**src/verilog/mafe_pkg.sv**
```systemverilog
// shared constants and types of the motion front end control block
package mafe_pkg;
   // system clock rate
   localparam int unsigned CLK_HZ   = 100_000_000;
   // channels: eight inputs plus temperature-voltage
   localparam int unsigned NCH      = 9;
   // converter resolution in bits
   localparam int unsigned RES_W    = 12;
   // recovery count loaded by any reset; ready rises one clock after it reaches zero
   localparam logic [1:0]  SRST_CNT = 2'h1;
   // sample divider: reset value, fastest and slowest setting
   localparam logic [12:0] RATE_RST = 13'h0800;
   localparam logic [12:0] RATE_MIN = 13'h0100;
   localparam logic [12:0] RATE_MAX = 13'h1000;
   // wishbone byte offsets
   localparam logic [7:0]  ADR_RATE = 8'h00;
   localparam logic [7:0]  ADR_STAT = 8'h04;
   localparam logic [7:0]  ADR_FILT = 8'h08;
   localparam logic [7:0]  ADR_RES  = 8'h40;
   // status field positions above the channel enables
   localparam int unsigned ST_BUSY  = 9;
   localparam int unsigned ST_RDY   = 10;
   localparam int unsigned ST_MEAS  = 11;
   localparam int unsigned ST_REG   = 12;
   // filter codes per channel group
   localparam logic [1:0]  FLT_250  = 2'h0;
   localparam logic [1:0]  FLT_125  = 2'h1;
   localparam logic [1:0]  FLT_BYP  = 2'h2;
   // command decoder states
   typedef enum logic [2:0] {
      CM_IDLE = 3'h0,
      CM_P1   = 3'h1,
      CM_P2   = 3'h2,
      CM_READ = 3'h3,
      CM_SKIP = 3'h4
   } mafe_cm_t;
endpackage : mafe_pkg

```
**src/verilog/mafe_spi_byte.sv**
```systemverilog
// serial byte engine: mode zero, msb first, eight-bit units
module mafe_spi_byte (
   input  wire logic       clk_i,
   input  wire logic       rst_i,
   input  wire logic       sel_n_i,
   input  wire logic       sclk_i,
   input  wire logic       sdi_i,
   input  wire logic [7:0] tx_byte_i,
   output logic      [7:0] byte_o,
   output logic            byte_vld_o,
   output logic            sdo_o
);
   // whole state of the engine
   typedef struct packed {
      logic       sclk_q;  // previous serial clock level
      logic [2:0] cnt;     // bits taken in this byte
      logic [7:0] sh;      // receive shifter
      logic [7:0] tx;      // transmit shifter
      logic [7:0] rx;      // completed byte
      logic       vld;     // completed byte pulse
   } mafe_sb_t;

   mafe_sb_t s_r;  // registered state
   mafe_sb_t s_nxt;  // next state

   ////////////////////////////////////////////////////////////////////
   // next state
   always_comb begin
      s_nxt = s_r;
      s_nxt.vld = 1'b0;
      s_nxt.sclk_q = sclk_i;
      if (sel_n_i) begin
         // RL3: idle select ignores
         s_nxt.cnt = 3'h0;
         s_nxt.tx = tx_byte_i;
      end else if (sclk_i && !s_r.sclk_q) begin
         // RL1: rising edge samples
         s_nxt.sh = {s_r.sh[6:0], sdi_i};
         s_nxt.cnt = s_r.cnt + 3'h1;
         if (s_r.cnt == 3'h7) begin
            // RL22: eighth bit completes
            s_nxt.rx = {s_r.sh[6:0], sdi_i};
            s_nxt.vld = 1'b1;
         end
      end else if (!sclk_i && s_r.sclk_q) begin
         // falling edge moves next bit out
         if (s_r.cnt == 3'h0) begin
            s_nxt.tx = tx_byte_i;
         end else begin
            s_nxt.tx = {s_r.tx[6:0], 1'b0};
         end
      end
   end

   // state register
   always_ff @(posedge clk_i) begin
      if (rst_i) begin
         s_r <= '0;
      end else begin
         s_r <= s_nxt;
      end
   end

   assign byte_o = s_r.rx;
   assign byte_vld_o = s_r.vld;
   assign sdo_o = s_r.tx[7];
endmodule // mafe_spi_byte

```
**src/verilog/mafe_rate_tick.sv**
```systemverilog
// sample rate divider: one tick every div_i clocks
module mafe_rate_tick (
   input  wire logic        clk_i,
   input  wire logic        rst_i,
   input  wire logic        en_i,
   input  wire logic [12:0] div_i,
   output logic             tick_o
);
   // whole state of the divider
   typedef struct packed {
      logic [12:0] cnt;  // clocks into the period
      logic        tick; // period end pulse
   } mafe_rt_t;

   mafe_rt_t s_r;  // registered state
   mafe_rt_t s_nxt;  // next state

   ////////////////////////////////////////////////////////////////////
   // RL18: clock over divider
   always_comb begin
      s_nxt = s_r;
      s_nxt.tick = 1'b0;
      if (!en_i) begin
         s_nxt.cnt = 13'h0;
      end else if (s_r.cnt >= div_i - 13'h1) begin
         s_nxt.cnt = 13'h0;
         s_nxt.tick = 1'b1;
      end else begin
         s_nxt.cnt = s_r.cnt + 13'h1;
      end
   end

   // state register
   always_ff @(posedge clk_i) begin
      if (rst_i) begin
         s_r <= '0;
      end else begin
         s_r <= s_nxt;
      end
   end

   assign tick_o = s_r.tick;
endmodule // mafe_rate_tick

```
**src/verilog/mafe_ctrl.sv**
```systemverilog
// motion front end host control: serial commands, sampling, wishbone

////////////////////////////////////////////////////////////////////////
// Summary of operation
// RL1: mode zero serial, eight-bit units
// RL2: host keeps serial clock at 10 MHz
// RL3: serial input taken only while selected
// RL4: serial output undriven while deselected
// RL5: ready high after reset outside measurement
// RL6: ready high when new results stored
// RL7: host sends software reset first
// RL8: host waits three clocks after reset
// RL9: ready rises when reset completes
// RL10: measurement setting enables channels
// RL11: filter setting per group: 250, 125, bypass
// RL12: regulator commands only when not disabled
// RL13: host waits 500 ms after regulator on
// RL14: start enables sampling, ready goes low
// RL15: host reads before ready falls
// RL16: single or continuous channel reads
// RL17: stop disables sampling
// RL18: sample rate is clock over divider
// RL19: divider range gives 0.5 to 8 kHz; at the 100 MHz clock the 256 to 4096 divider gives 24.4 to 390.6 kHz
// RL20: twelve-bit results from one converter
// RL21: one result register per channel
// RL22: msb first, excess bytes ignored
// RL23: deselect cancels byte, clears bit count
// RL24: fixed channel order, disabled skipped
// RL25: command codes are parameters
module mafe_ctrl #(
   // RL25: command codes
   parameter logic [7:0]  CMD_SRST   = 8'h01,
   parameter logic [7:0]  CMD_MSET   = 8'h02,
   parameter logic [7:0]  CMD_FILT   = 8'h03,
   parameter logic [7:0]  CMD_REGON  = 8'h04,
   parameter logic [7:0]  CMD_REGOFF = 8'h05,
   parameter logic [7:0]  CMD_START  = 8'h06,
   parameter logic [7:0]  CMD_STOP   = 8'h07,
   parameter logic [7:0]  CMD_READ   = 8'h08,
   parameter logic [7:0]  CMD_CREAD  = 8'h09,
   parameter int unsigned DEPTH      = 1
) (
   input  wire logic        clk_i,
   input  wire logic        rst_i,
   // wishbone slave
   input  wire logic        wb_cyc_i,
   input  wire logic        wb_stb_i,
   input  wire logic        wb_we_i,
   input  wire logic [7:0]  wb_adr_i,
   input  wire logic [31:0] wb_dat_i,
   input  wire logic [3:0]  wb_sel_i,
   output logic      [31:0] wb_dat_o,
   output logic             wb_ack_o,
   // serial link from the host
   input  wire logic        serial_select_n_i,
   input  wire logic        sclk_i,
   input  wire logic        sdi_i,
   output logic             sdo_o,
   output logic             sdo_oe_o,
   output logic             result_ready_o,
   // analog side
   input  wire logic        analog_regulator_disable_i,
   output logic             regulator_en_o,
   output logic             sampling_en_o,
   output logic      [9:0]  filter_sel_o,
   output logic             adc_start_o,
   output logic      [3:0]  adc_chan_o,
   input  wire logic        adc_done_i,
   input  wire logic [11:0] adc_result_i
);
   localparam logic [3:0] NONE = 4'(mafe_pkg::NCH);

   // RL21: only one register per channel is built
   if (DEPTH != 1) begin : g_depth_chk
      $error("only one result register per channel is built");
   end

   ////////////////////////////////////////////////////////////////////
   // whole state of the block
   typedef struct packed {
      mafe_pkg::mafe_cm_t cm;        // command decoder state
      logic [7:0]         op;        // command being served
      logic [7:0]         par;       // first parameter byte
      logic [8:0]         chan_en;   // channel enables
      logic [9:0]         filt;      // filter codes per group
      logic               reg_on;    // regulator commanded on
      logic               reg_en;    // regulator actually enabled
      logic               meas;      // measurement running
      logic               rdy;       // ready output
      logic               busy;      // reset recovery
      logic [1:0]         srst_cnt;  // recovery count
      logic               conv;      // sample set in progress
      logic               go;        // converter start pulse
      logic [3:0]         cch;       // channel converting
      logic [3:0]         rch;       // channel being read
      logic               rhi;       // next byte is high half
      logic               cont;      // continuous read
      logic [7:0]         txb;       // next byte to send
      logic [12:0]        rate;      // sample divider
      logic               ack;       // bus acknowledge
      logic [31:0]        dat;       // bus read data
      logic [8:0][11:0]   res;       // RL20: result registers
   } mafe_st_t;

   // reset image: recovery runs, then ready rises
   localparam mafe_st_t RST_S = '{
      cm:       mafe_pkg::CM_IDLE,
      rate:     mafe_pkg::RATE_RST,
      busy:     1'b1,
      srst_cnt: mafe_pkg::SRST_CNT,
      default:  '0
   };

   mafe_st_t   s_r;       // registered state
   mafe_st_t   s_nxt;     // next state
   logic [7:0] rx_byte;   // byte from the host
   logic       rx_vld;    // byte complete pulse
   logic       tx_bit;    // serial output bit
   logic       tick;      // sample period pulse

   ////////////////////////////////////////////////////////////////////
   // first enabled channel at or after a given one
   function automatic logic [3:0] next_ch(input logic [3:0] from,
                                          input logic [8:0] en);
      logic [3:0] r;
      r = NONE;
      for (int i = 8; i >= 0; i--) begin
         if (4'(i) >= from && en[i]) begin
            r = 4'(i);
         end
      end
      return r;
   endfunction

   // stored result, zero for a channel that does not exist
   function automatic logic [11:0] res_at(input mafe_st_t st,
                                          input logic [3:0] i);
      logic [11:0] r;
      r = '0;
      if (i < NONE) begin
         r = st.res[i];
      end
      return r;
   endfunction

   ////////////////////////////////////////////////////////////////////
   // serial byte engine
   mafe_spi_byte u_spi (
      .clk_i      (clk_i),
      .rst_i      (rst_i),
      .sel_n_i    (serial_select_n_i),
      .sclk_i     (sclk_i),
      .sdi_i      (sdi_i),
      .tx_byte_i  (s_r.txb),
      .byte_o     (rx_byte),
      .byte_vld_o (rx_vld),
      .sdo_o      (tx_bit)
   );

   // sample period timer, runs only while measuring
   mafe_rate_tick u_tick (
      .clk_i  (clk_i),
      .rst_i  (rst_i),
      .en_i   (s_r.meas),
      .div_i  (s_r.rate),
      .tick_o (tick)
   );

   ////////////////////////////////////////////////////////////////////
   // next state of the whole block
   always_comb begin
      logic [3:0]  nx;
      logic [12:0] w;
      logic [31:0] rd;
      logic        srst;
      logic [11:0] rv;  // stored result being sent
      nx = '0;
      w = '0;
      rd = '0;
      srst = 1'b0;
      rv = '0;
      s_nxt = s_r;
      s_nxt.go = 1'b0;
      s_nxt.ack = 1'b0;

      // reset recovery countdown
      if (s_r.busy) begin
         if (s_r.srst_cnt == 2'h0) begin
            s_nxt.busy = 1'b0;
            // RL5: ready once reset is over
            s_nxt.rdy = !s_r.meas;
         end else begin
            s_nxt.srst_cnt = s_r.srst_cnt - 2'h1;
         end
      end

      // sample set sequencer
      if (s_r.meas) begin
         if (tick && !s_r.conv) begin
            // RL24: first enabled channel
            nx = next_ch(4'h0, s_r.chan_en);
            s_nxt.rdy = (nx == NONE);
            if (nx != NONE) begin
               s_nxt.conv = 1'b1;
               s_nxt.cch = nx;
               s_nxt.go = 1'b1;
            end
         end else if (s_r.conv && adc_done_i) begin
            s_nxt.res[s_r.cch] = adc_result_i;
            // RL24: skip disabled channels
            nx = next_ch(s_r.cch + 4'h1, s_r.chan_en);
            if (nx == NONE) begin
               // RL6: set stored, ready rises
               s_nxt.conv = 1'b0;
               s_nxt.rdy = 1'b1;
            end else begin
               s_nxt.cch = nx;
               s_nxt.go = 1'b1;
            end
         end
      end

      // RL3: bytes count only while selected
      if (rx_vld && !serial_select_n_i) begin
         unique case (s_r.cm)
            mafe_pkg::CM_IDLE: begin
               s_nxt.op = rx_byte;
               if (rx_byte == CMD_SRST) begin
                  srst = 1'b1;
               end else if (rx_byte == CMD_MSET ||
                            rx_byte == CMD_FILT ||
                            rx_byte == CMD_READ) begin
                  s_nxt.cm = mafe_pkg::CM_P1;
               end else if (rx_byte == CMD_REGON) begin
                  // RL12: no effect while the pin disables it
                  s_nxt.reg_on = s_r.reg_on || !analog_regulator_disable_i;
               end else if (rx_byte == CMD_REGOFF) begin
                  s_nxt.reg_on = s_r.reg_on && analog_regulator_disable_i;
               end else if (rx_byte == CMD_START) begin
                  // RL14: sampling on, ready low
                  s_nxt.meas = 1'b1;
                  s_nxt.conv = 1'b0;
                  s_nxt.rdy = 1'b0;
               end else if (rx_byte == CMD_STOP) begin
                  // RL17: sampling off
                  s_nxt.meas = 1'b0;
                  s_nxt.conv = 1'b0;
                  s_nxt.go = 1'b0;
                  s_nxt.rdy = !s_r.busy;
               end else if (rx_byte == CMD_CREAD) begin
                  // RL16: continuous read from first
                  s_nxt.cont = 1'b1;
                  s_nxt.rch = 4'h0;
                  s_nxt.rhi = 1'b1;
                  s_nxt.txb = {4'h0, s_r.res[0][11:8]};
                  s_nxt.cm = mafe_pkg::CM_READ;
               end
            end
            mafe_pkg::CM_P1: begin
               s_nxt.par = rx_byte;
               if (s_r.op == CMD_READ) begin
                  // RL16: single channel read
                  s_nxt.cont = 1'b0;
                  s_nxt.rch = rx_byte[3:0];
                  s_nxt.rhi = 1'b1;
                  rv = res_at(s_r, rx_byte[3:0]);
                  s_nxt.txb = {4'h0, rv[11:8]};
                  s_nxt.cm = mafe_pkg::CM_READ;
               end else begin
                  s_nxt.cm = mafe_pkg::CM_P2;
               end
            end
            mafe_pkg::CM_P2: begin
               if (s_r.op == CMD_MSET) begin
                  // RL10: channel enables
                  s_nxt.chan_en = {s_r.par[0], rx_byte};
               end else begin
                  // RL11: filter code per group
                  s_nxt.filt = {s_r.par[1:0], rx_byte};
               end
               s_nxt.cm = mafe_pkg::CM_SKIP;
            end
            mafe_pkg::CM_READ: begin
               if (s_r.rhi) begin
                  rv = res_at(s_r, s_r.rch);
                  s_nxt.txb = rv[7:0];
                  s_nxt.rhi = 1'b0;
               end else if (s_r.cont && s_r.rch < 4'h8) begin
                  s_nxt.rch = s_r.rch + 4'h1;
                  s_nxt.rhi = 1'b1;
                  rv = res_at(s_r, s_r.rch + 4'h1);
                  s_nxt.txb = {4'h0, rv[11:8]};
               end else begin
                  s_nxt.txb = 8'h00;
                  s_nxt.cm = mafe_pkg::CM_SKIP;
               end
            end
            // RL22: excess bytes ignored
            mafe_pkg::CM_SKIP: begin
               s_nxt.cm = mafe_pkg::CM_SKIP;
            end
         endcase
      end

      // RL23: deselect ends the command and any read
      if (serial_select_n_i) begin
         s_nxt.cm = mafe_pkg::CM_IDLE;
         s_nxt.txb = 8'h00;
      end

      // software reset restarts from the reset image
      if (srst) begin
         s_nxt = RST_S;
      end

      // bus read data, captured when the request arrives
      if (wb_adr_i == mafe_pkg::ADR_RATE) begin
         rd[12:0] = s_r.rate;
      end else if (wb_adr_i == mafe_pkg::ADR_STAT) begin
         rd[8:0] = s_r.chan_en;
         rd[mafe_pkg::ST_BUSY] = s_r.busy;
         rd[mafe_pkg::ST_RDY] = s_r.rdy;
         rd[mafe_pkg::ST_MEAS] = s_r.meas;
         rd[mafe_pkg::ST_REG] = s_r.reg_en;
      end else if (wb_adr_i == mafe_pkg::ADR_FILT) begin
         rd[9:0] = s_r.filt;
      end else if (wb_adr_i[7:6] == mafe_pkg::ADR_RES[7:6]) begin
         rd[11:0] = res_at(s_r, wb_adr_i[5:2]);
      end
      if (wb_cyc_i && wb_stb_i && !s_r.ack) begin
         s_nxt.ack = 1'b1;
         s_nxt.dat = rd;
      end

      // RL19: divider write at the acknowledging edge, clamped
      if (s_r.ack && wb_cyc_i && wb_stb_i && wb_we_i &&
          wb_adr_i == mafe_pkg::ADR_RATE) begin
         w = s_r.rate;
         if (wb_sel_i[0]) begin
            w[7:0] = wb_dat_i[7:0];
         end
         if (wb_sel_i[1]) begin
            w[12:8] = wb_dat_i[12:8];
         end
         if (w < mafe_pkg::RATE_MIN) begin
            w = mafe_pkg::RATE_MIN;
         end else if (w > mafe_pkg::RATE_MAX) begin
            w = mafe_pkg::RATE_MAX;
         end
         s_nxt.rate = w;
      end

      // RL12: regulator follows command only when allowed
      s_nxt.reg_en = s_nxt.reg_on && !analog_regulator_disable_i;
   end

   // state register
   always_ff @(posedge clk_i) begin
      if (rst_i) begin
         s_r <= RST_S;
      end else begin
         s_r <= s_nxt;
      end
   end

   ////////////////////////////////////////////////////////////////////
   // outputs
   assign wb_dat_o = s_r.dat;
   assign wb_ack_o = s_r.ack;
   // RL4: output enabled only while selected
   assign sdo_oe_o = !serial_select_n_i;
   assign sdo_o = tx_bit && !serial_select_n_i;
   assign result_ready_o = s_r.rdy;
   assign regulator_en_o = s_r.reg_en;
   assign sampling_en_o = s_r.meas;
   assign filter_sel_o = s_r.filt;
   assign adc_start_o = s_r.go;
   assign adc_chan_o = s_r.cch;

   logic cmd_vld;  // a command byte taken in idle
   assign cmd_vld = rx_vld && !serial_select_n_i &&
                    s_r.cm == mafe_pkg::CM_IDLE;
endmodule // mafe_ctrl

```
**config.mk**
```make
export PLATFORM = sky130hd
export DESIGN_NAME = mafe_ctrl
export DESIGN_NICKNAME = d
export VERILOG_FILES = /design/src/verilog/mafe_pkg.sv /design/src/verilog/mafe_spi_byte.sv /design/src/verilog/mafe_rate_tick.sv /design/src/verilog/mafe_ctrl.sv
export SDC_FILE = /design/constraint.sdc
export NUM_CORES = 1
export LEC_CHECK = 0
export BUFFER_PORTS_ARGS = -buffer_cell sky130_fd_sc_hd__buf_2
export CORE_MARGIN = 4
export CORE_UTILIZATION = 60
export DETAILED_ROUTE_END_ITERATION = 10
export PLACE_DENSITY_LB_ADDON = 0.25
export RECOVER_POWER = 50
export SLEW_MARGIN = 20
export SYNTH_ARGS = -nofsm -noshare
export SYNTH_HDL_FRONTEND = slang
export SYNTH_SLANG_ARGS = --single-unit
export TNS_END_PERCENT = 20
```
**constraint.sdc**
```tcl
create_clock -name clk_i -period 3.53 [get_ports clk_i]
set_clock_uncertainty 0.15 [all_clocks]
set_input_delay 0.706 -clock clk_i [delete_from_list [all_inputs] [get_ports clk_i]]
set_output_delay 0.706 -clock clk_i [all_outputs]
set_load 0.005 [all_outputs]
```
After elaboration in Yosys (flattened, before gate mapping)
Cells that the tools add are included.
{ "totals": {"elab_cells": 317, "register_bits": 242, "in_bits": 66, "output_inout_bits": 53} }
{ "classes": {"n_lt_le_gt_ge": 23, "n_mux": 130, "addsub": 6, "n_bitwise": 10, "n_reduce_logical": 69, "n_eq_ne": 41} }
{ "ops": {"columns": ["operator", "count"], "rows": [
  ["108-bit two-way mux", 3],
  ["12-bit binary-select mux with 4-bit select", 4],
  ["181-bit two-way mux", 1],
  ["14-bit two-way mux", 9],
  ["108-bit bitwise mux", 1],
  ["12-bit two-way mux", 9],
  ["4-bit two-way mux", 24],
  ["8-bit two-way mux", 10],
  ["13-bit two-way mux", 4],
  ["12-bit demux with 4-bit select", 1],
  ["8-bit by 3-bit == test with 1-bit output, second input constant", 5],
  ["2-bit two-way mux", 18],
  ["33-bit two-way mux", 1],
  ["8-bit by 4-bit == test with 1-bit output, second input constant", 4],
  ["3-bit two-way mux", 9],
  ["2-bit inequality test, second input constant", 13],
  ["1-bit logical AND", 25],
  ["4-bit by 5-bit < comparator with 1-bit output, second input constant", 5],
  ["8-bit by 2-bit == test with 1-bit output, second input constant", 3],
  ["6-bit two-way mux", 4],
  ["8-bit case mux with 3 select lines", 1],
  ["1-bit two-way mux", 23],
  ["4-bit < comparator, second input constant", 5],
  ["5-bit two-way mux", 4],
  ["other kinds (43)", 93]
]} }

Depth between registers and ports, before layout
Gate-level depths: netlist of the first run.
{ "logic_depth": {"word_depth": 30, "depth_mapped": 12, "mapped_depth_nobuf": 11} }

By module
Synthesis of the first run repeated with hierarchy kept, for this count alone.
{ "hier_totals": {"hier_cells": 1561, "hier_area_um2": 13340.3} }
{ "by_module_without_submodules": {"columns": ["module", "area_each_um2", "instances", "cells_per_inst", "seq_area_each_um2"], "rows": [
  ["mafe_ctrl", 10981.8, 1, 1287, 3883.7],
  ["mafe_spi_byte", 1302.5, 1, 146, 560.5],
  ["mafe_rate_tick", 1056.0, 1, 128, 280.3]
]} }

Worst setup path before layout of the first run
Ideal clock, no wire load.
{ "synth_path": {"path_kind": "input-to-reg", "from": "input port wb_adr_i[7]", "to": "register s_r[143] (netlist name)", "n_path_buf": 2, "slack_ns": 0.583, "arrival_ns": 2.738, "setup_ns": 0.059, "cell_stages": 8, "required_time_ns": 3.321, "cell_sequence": "or4_4 or4b_4 or2_1 buf_6 a211oi_4 and2_1 buf_4 a22o_1"} }
{ "synth_between": {"elab_chain_cells": 3, "word_cells_on_any_way": 4, "classes_between": "mux: 1; reduce/logical: 3"} }
{ "synth_rtl": {"columns": ["item", "line", "rtl"], "rows": [
  ["start: declaration", "mafe_ctrl.sv:49", "input wire logic [7:0] wb_adr_i,"],
  ["8-bit zero test (*)", "mafe_ctrl.sv:337", "wb_adr_i == mafe_pkg::ADR_RATE) begin"],
  ["1-bit logical AND (*)", "mafe_ctrl.sv:336", "if (s_r.ack && wb_cyc_i && wb_stb_i && wb_we_i &&"],
  ["13-bit two-way mux / 2-bit nonzero test (equally long branches)", null, null],
  ["end signal: assignment", "mafe_ctrl.sv:362", "s_r <= s_nxt;"],
  ["end: declaration", "mafe_ctrl.sv:114", "mafe_st_t s_r;"]
]} }
Every way passes the cells marked *; elsewhere a longest branch is shown, timed or not.
A chain may end at the register's enable or synchronous reset.

Worst setup path in the final report of the first run
{ "layout_path": {"from": "register s_r[143] (netlist name)", "to": "register u_tick.s_r[1] (netlist name)"} }
{ "layout_between": {"elab_chain_cells": 3} }
{ "layout_rtl": {"columns": ["item", "line", "rtl"], "rows": [
  ["13-bit by 1-bit subtractor with 13-bit output", "mafe_rate_tick.sv:25", "end else if (s_r.cnt >= div_i - 13'h1) begin"],
  ["13-bit greater-or-equal comparator", "mafe_rate_tick.sv:25", null],
  ["3-bit OR reduction (no source line)", null, null],
  ["end signal: assignment", "mafe_rate_tick.sv:38", "s_r <= s_nxt;"],
  ["end: declaration", "mafe_rate_tick.sv:15", "mafe_rt_t s_r;"]
]} }
Every way passes these cells.

==> qor.txt, run 1 <==
Final Max Tran Viols - 0
chip width - 155 um
Post-synth EDFFs - 0
critical path's slowest cell - a2111oi_0
Worst setup EP type - flop
Detail Placement HPWL - 24500 um
Worst Max-Slew Pin Slew - 1320 ps
Fmax - 312 MHz
RSZ-0062 raised after global routing - no
Yosys top cell by area - dfxtp_1
Syn-to-layout area delta - 9.23%
GRT overflow - 0
most frequent cell after synthesis - dfxtp_1
total CTS buffers - 27
CTS HTree Levels - 1
Synth Register Bits - 236
Via density - 6.29
Avg Cell Area, Syn - 8.61 sq um
Initial DRT Pass Iterations - 6
Final Hold Viols - 0
Final #Nets - 1606
CTS root buf - clkbuf_16
Residual DRC - 0
worst endpoint required time - 3790 ps
maximum VDD drop - 569 uV
asr flop ratio synth - 0%
die area - 24100 sq um
Clk Latency, worst-skew pair - 530 ps
Starting DRT DRC Count - 1032
Worst setup SP type - flop
n_diodes - 0
Avg WL per Cell - 19.8 um
CP arrival - 3460 ps
sequential area share after synthesis - 36.3%
Crit Path Max Fanout - 14
top post-synthesis cells by area - dfxtp_1 36%, mux4_2 9.7%, mux2i_1 6.5%
total power - 0.00596 W
CTS Buffer Depth - 3
maxcap violations - 0
GPL Wtd Cong - 0.952
die span in y - 155 um
gr usage total - 28.9%
Post-Syn Instances - 1511
global-route wire length before repair - 57100 um
Initial Utilization - 61.5%
initial antenna violation count - 1
worst-path cell chain - nor4_2, nand2_1, nor3_1, xnor2_1, ha_1, a2111oi_0, o21ai_0, o22a_2, a2111oi_0
clock slew at reported path FFs - 60 ps
vias in the first global route - 10900
final WL - 35800 um
Main synth FF type - dfxtp_1
P_leak - 5.32 nW
Slew HR - 12.2%
final worst-path cycle share - 90.7%
Routed Antenna Nets - 0
PortBufs - 78
CTS sink count - 236
synth warn - 0
share of layout cells above drive strength 1 - 13.6%
Yosys top cell area share - 36.3%
critical path class - flop to flop
Boundary Pins - 119
Power per Cell Area - 420 nW/um^2
slowest stage delay, CP - 410 ps
Synth top cells by count - 236 x dfxtp_1, 198 x nand2_1, 137 x nor2_1
core area - 21200 sq um
worst hold path type - primary input to flop
Fillers - 1765
Setup TNS - 0 ps
cts hold-fix bufs - 0
Netlist Area Pre-Place - 13000 sq um
Yosys cell types - 77
Vias - 11400
row cnt - 53
Top cell by count, worst path - a2111oi_0
final setup vio count - 0
status - finished clean
post-layout minimum cycle time - 3200 ps
largest net degree at the start of global routing - 83
CTS tree - done
## placed cells by master (no fill, tap or decap), types with 8 or more instances in the layout
master	instances
a211oi_1	25
a21o_1	13
a21oi_1	123
a22o_1	8
a22oi_1	34
and3_1	8
buf_2	58
buf_4	29
clkbuf_1	27
clkbuf_16	27
conb_1	19
dfxtp_1	236
ha_1	26
inv_1	57
mux2i_1	85
mux4_2	56
nand2_1	198
nand2b_1	9
nand3_1	78
nor2_1	137
nor2b_1	14
nor3_1	26
o21ai_0	50
o22ai_1	18
or3_1	8
xnor2_1	20
xor2_1	8
## cell families after synthesis
logic type / Yosys count / share of synthesized area [%]
and+or+nand+nor: 519 / 17.8
AOI/OAI and AO/OA: 343 / 17.1
DFF: 236 / 36.3
buffers and inverters: 214 / 7.79
muxes: 143 / 16.4
xor gates and xnor gates: 28 / 1.89
adders and majority gates: 27 / 2.58
other: 1 / 0.0288
## metrics by stage
stage | area (sq um) | hold WS (ps) | util, % | instances | setup slack [ps]
after global placement | 13300 | 294 | 62.9 | 1760 | 225
after detailed placement | 13300 | 299 | 63.0 | 1760 | 177
after CTS | 14300 | 206 | 67.4 | 1806 | 169
after global routing | 14200 | 217 | 67.1 | 1806 | 77.5
after floorplan | 13100 | 276 | - | 1529 | 583
final | 14200 | 219 | 67.1 | 1806 | 330
## layer usage
metal	share of wire [%]	track usage, %	up-vias	wire length, um
met5	0.050	0	-	18
met1	41	37.7	5387	14600
met4	4.6	12.2	2	1640
met3	7.5	4.28	116	2680
li1	-	-	5364	-
met2	47	48.2	499	16900
## cell type report
cell class	count	area, sq um	share of cell area, %
Clock buffer	37	763	5.37
Clock inverter	9	174	1.22
Inverter	58	218	1.53
Multi-Input combinational cell	1079	7340	51.7
Sequential cell	236	4720	33.3
Tap cell	275	344	2.42
Timing Repair Buffer	112	638	4.49
## critical path, delay by kind of cell, from the launching register on
kind	cells	cell delay (ps)
simple gates	3	710
fa+ha+maj	1	260
flops	1	380
xor+xnor	1	150
compound gates	4	1420
## report_power, final
| group | internal [W] | switching [W] | leakage (nW) |
|---|---|---|---|
| logic | 0.0000962 | 0.000186 | 2.96 |
| clock network | 0.00186 | 0.00110 | 0.462 |
| registers | 0.00269 | 0.0000234 | 1.90 |
## repair_timing
item / in CTS / in global routing
endpoints found under the setup margin: 0 / 1
gates resized for setup: 0 / 2
setup buffers: 0 / 0
## worst paths after layout
path              slack (ps)                  startpoint              to  cells after the start
hold reg to reg          310                    s_r[208]        s_r[208]                      2
setup / recovery         330                    s_r[143]   u_tick.s_r[1]                      9
hold / removal           220  analog_regulator_disable_i  regulator_en_o                      2
setup reg to reg         330                    s_r[143]   u_tick.s_r[1]                      9
No activity file was read; power rests on OpenSTA's default activity.
==> run 2, diff against run 1 <==
--- a/config.mk
+++ b/config.mk
@@ -14,5 +14,6 @@
 export SLEW_MARGIN = 20
 export SYNTH_ARGS = -nofsm -noshare
 export SYNTH_HDL_FRONTEND = slang
+export SYNTH_HIERARCHICAL = 1
 export SYNTH_SLANG_ARGS = --single-unit
 export TNS_END_PERCENT = 20
==> run 2 against run 1 <==
Effect of this change:
- sequential power about the same
- critical path depth is 3 lower
- final cell count increased by 1.8%
- hold slack improved by 16 ps
- sequential share of layout area shrank 0.085 points
- synthesized cell count is 3.3% higher
- via count grew 2.5%
- synthesized area up 2.6%
- total power fell by 1.5%
- largest cell class unchanged
==> qor.txt, run 2 <==
status - finished clean
hold path startpoint - analog_regulator_disable_i
sequential area share after synthesis - 35.4% (-0.92 points)
Main synth FF type - dfxtp_1
Yosys top cell area share - 35.4% (-0.92 points)
share of layout cells above drive strength 1 - 13.3% (-0.24 points)
Avg Cell Area, Syn - 8.55 sq um (-0.70%)
Fmax - 303 MHz (-3.1%)
most frequent cells in the layout - 235 x dfxtp_1, 205 x nand2_1, 147 x a21oi_1
Final Hold Viols - 0 (unchanged)
min setup slack post-route - 227 ps (-102 ps)
reg-to-reg startpoint - s_r[216]
Post-synth EDFFs - 0 (unchanged)
gr usage total - 29.0% (+0.15 points)
Setup Fix Bufs, Post-CTS - 0 (unchanged)
vias in the first global route - 10900 (-0.25%)
maximum VDD drop - 340 uV (-40%)
die area - 24700 sq um (+2.5%)
Power per Cell Area - 412 nW/um^2 (-1.8%)
global-route wire length before repair - 58000 um (+1.6%)
CTS sink count - 236 (unchanged)
GRT overflow - 0 (unchanged)
Worst Setup SP - s_r[216]
Worst setup SP type - flop
Syn-to-layout area delta - 6.77%
Worst Max-Slew Pin Slew - 1340 ps (+27.1 ps)
Avg WL per Cell - 19.9 um (+0.22%)
chip width - 157 um (+1.2%)
CP arrival - 3540 ps (+80 ps)
Netlist Area Pre-Place - 13300 sq um (+2.6%)
CTS tree - done
Crit Path Max Fanout - 34 (+20)
Synth Register Bits - 236 (unchanged)
pre-CTS setup slack - 304 ps (+127 ps)
post-layout minimum cycle time - 3300 ps (+102 ps)
Synth top cells by count - 236 x dfxtp_1, 205 x nand2_1, 147 x a21oi_1
clock slew at reported path FFs - 60 ps (about the same)
CTS HTree Levels - 1 (unchanged)
total CTS buffers - 27 (unchanged)
metal2 WL - 17000 um (+0.75%)
critical path class - flop to flop
Detail Placement HPWL - 25000 um (+2.2%)
CTS root buf - clkbuf_16
final worst-path cycle share - 93.6% (+2.9 points)
Starting DRT DRC Count - 1117 (+8.2%)
n_diodes - 0 (unchanged)
final WL - 36600 um (+2.1%)
total power - 0.00587 W (-1.5%)
final setup vio count - 0 (unchanged)
Slew HR - 10.4% (-1.8 points)
fin util - 65.3% (-1.9 points)
met3 WL post-DR - 2980 um (+11%)
Boundary Pins - 119 (unchanged)
Setup TNS - 0 ps (unchanged)
initial antenna violation count - 2 (+1)
die span in y - 157 um (+1.2%)
Yosys top cell by area - dfxtp_1
Post-Syn Instances - 1561 (+3.3%)
asr flop ratio synth - 0% (unchanged)
Initial Utilization - 61.1% (-0.34 points)
highest routing layer actually used - met5
row cnt - 54 (+1.9%)
top post-synthesis cells by area - dfxtp_1 35%, mux4_2 9.1%, nand2_1 5.8%
CTS Buffer Depth - 3 (unchanged)
worst hold path type - primary input to flop
Initial DRT Pass Iterations - 6 (unchanged)
most common cell after layout, fill and taps aside - dfxtp_1
Final #Nets - 1636 (+1.9%)
GPL Wtd Cong - 0.966 (+1.6%)
maxcap violations - 0 (unchanged)
Worst setup EP type - flop
Clk Latency, worst-skew pair - 540 ps (about the same)
Fillers - 1877 (+6.3%)
worst endpoint required time - 3770 ps (-20 ps)
Residual DRC - 0 (unchanged)
core area - 21800 sq um (+3.2%)
most frequent cell after synthesis - dfxtp_1
Vias - 11600 (+2.5%)
Yosys cell types - 92 (+19%)
P_leak - 5.02 nW (-5.6%)
Routed Antenna Nets - 0 (unchanged)
synth warn - 6 (+6)
M1 WL - 15100 um (+3.4%)
largest net degree at the start of global routing - 82 (-1.2%)
PortBufs - 78 (unchanged)
Via density - 6.33 (+0.62%)
Final Max Tran Viols - 0 (unchanged)
==> run 2: cell types whose count changed after synthesis, sizes merged, moves of 11 or more <==
cell    change
a21o       -11
clkbuf     -11
a21oi      +25
buf        +32
nand3      +20
mux2i      -13
a211oi     -19
nor2       -13
inv        -11
o21ai      +24
==> run 2: where the power goes <==
group / switching (W) / internal, W
Combinational: 0.000201 / 0.000105
Sequential: 0.0000185 / 0.00269
Clock: 0.00110 / 0.00175
==> run 2: what timing repair did <==
item	in CTS	in global routing
setup endpoints to repair	0	7
hold endpoints to repair	0	0
resized for setup	0	1
hold buffers	0	0
==> run 2: worst paths after layout <==
path	to	slack, ps	depth (start not counted)
setup / recovery	s_r[166]	230	6
hold / removal	regulator_en_o	230	2
setup reg to reg	s_r[166]	230	6
hold reg to reg	s_r[215]	300	2
==> run 2: kinds of logic after synthesis <==
kind of cell	Yosys count	share of synthesized area [%]
fa+ha+maj	29	2.70
flops	236	35.4
mux	130	14.9
buf+inv	225	8.88
compound gates	342	15.9
xor+xnor	29	1.96
other cells	1	0.0281
simple gates	569	20.2
==> run 2: cell type report <==
| class | count | area (sq um) | share of cell area [%] |
|---|---|---|---|
| clock buffers | 35 | 736 | 5.17 |
| clock inverters | 11 | 165 | 1.16 |
| inverters | 48 | 180 | 1.26 |
| multi-input cells | 1118 | 7480 | 52.5 |
| flip-flops and latches | 236 | 4730 | 33.2 |
| well taps | 280 | 350 | 2.46 |
| repair buffers | 111 | 602 | 4.23 |
==> run 2: metal layers <==
layer	global-route usage, %	vias to the layer above
met5	0	-
met2	47.5	545
met1	39.4	5539
met4	10.2	4
li1	-	5454
met3	4.67	105
==> run 2: metrics by stage <==
stage	instances	area, sq um	hold slack [ps]
finish	1839	14200	235
global route	1839	14200	246
CTS	1839	14300	233
detailed placement	1793	13400	299
global placement	1793	13400	293
floorplan	1579	13400	276
==> run 2: worst max-delay path, stage by stage, from the launching register on <==
cell and delay (ps):
dfxtp_1 410, or3_1 420, nor3_1 670, nand2_1 340, nand2b_4 440, clkbuf_1 580
nor3_1 130
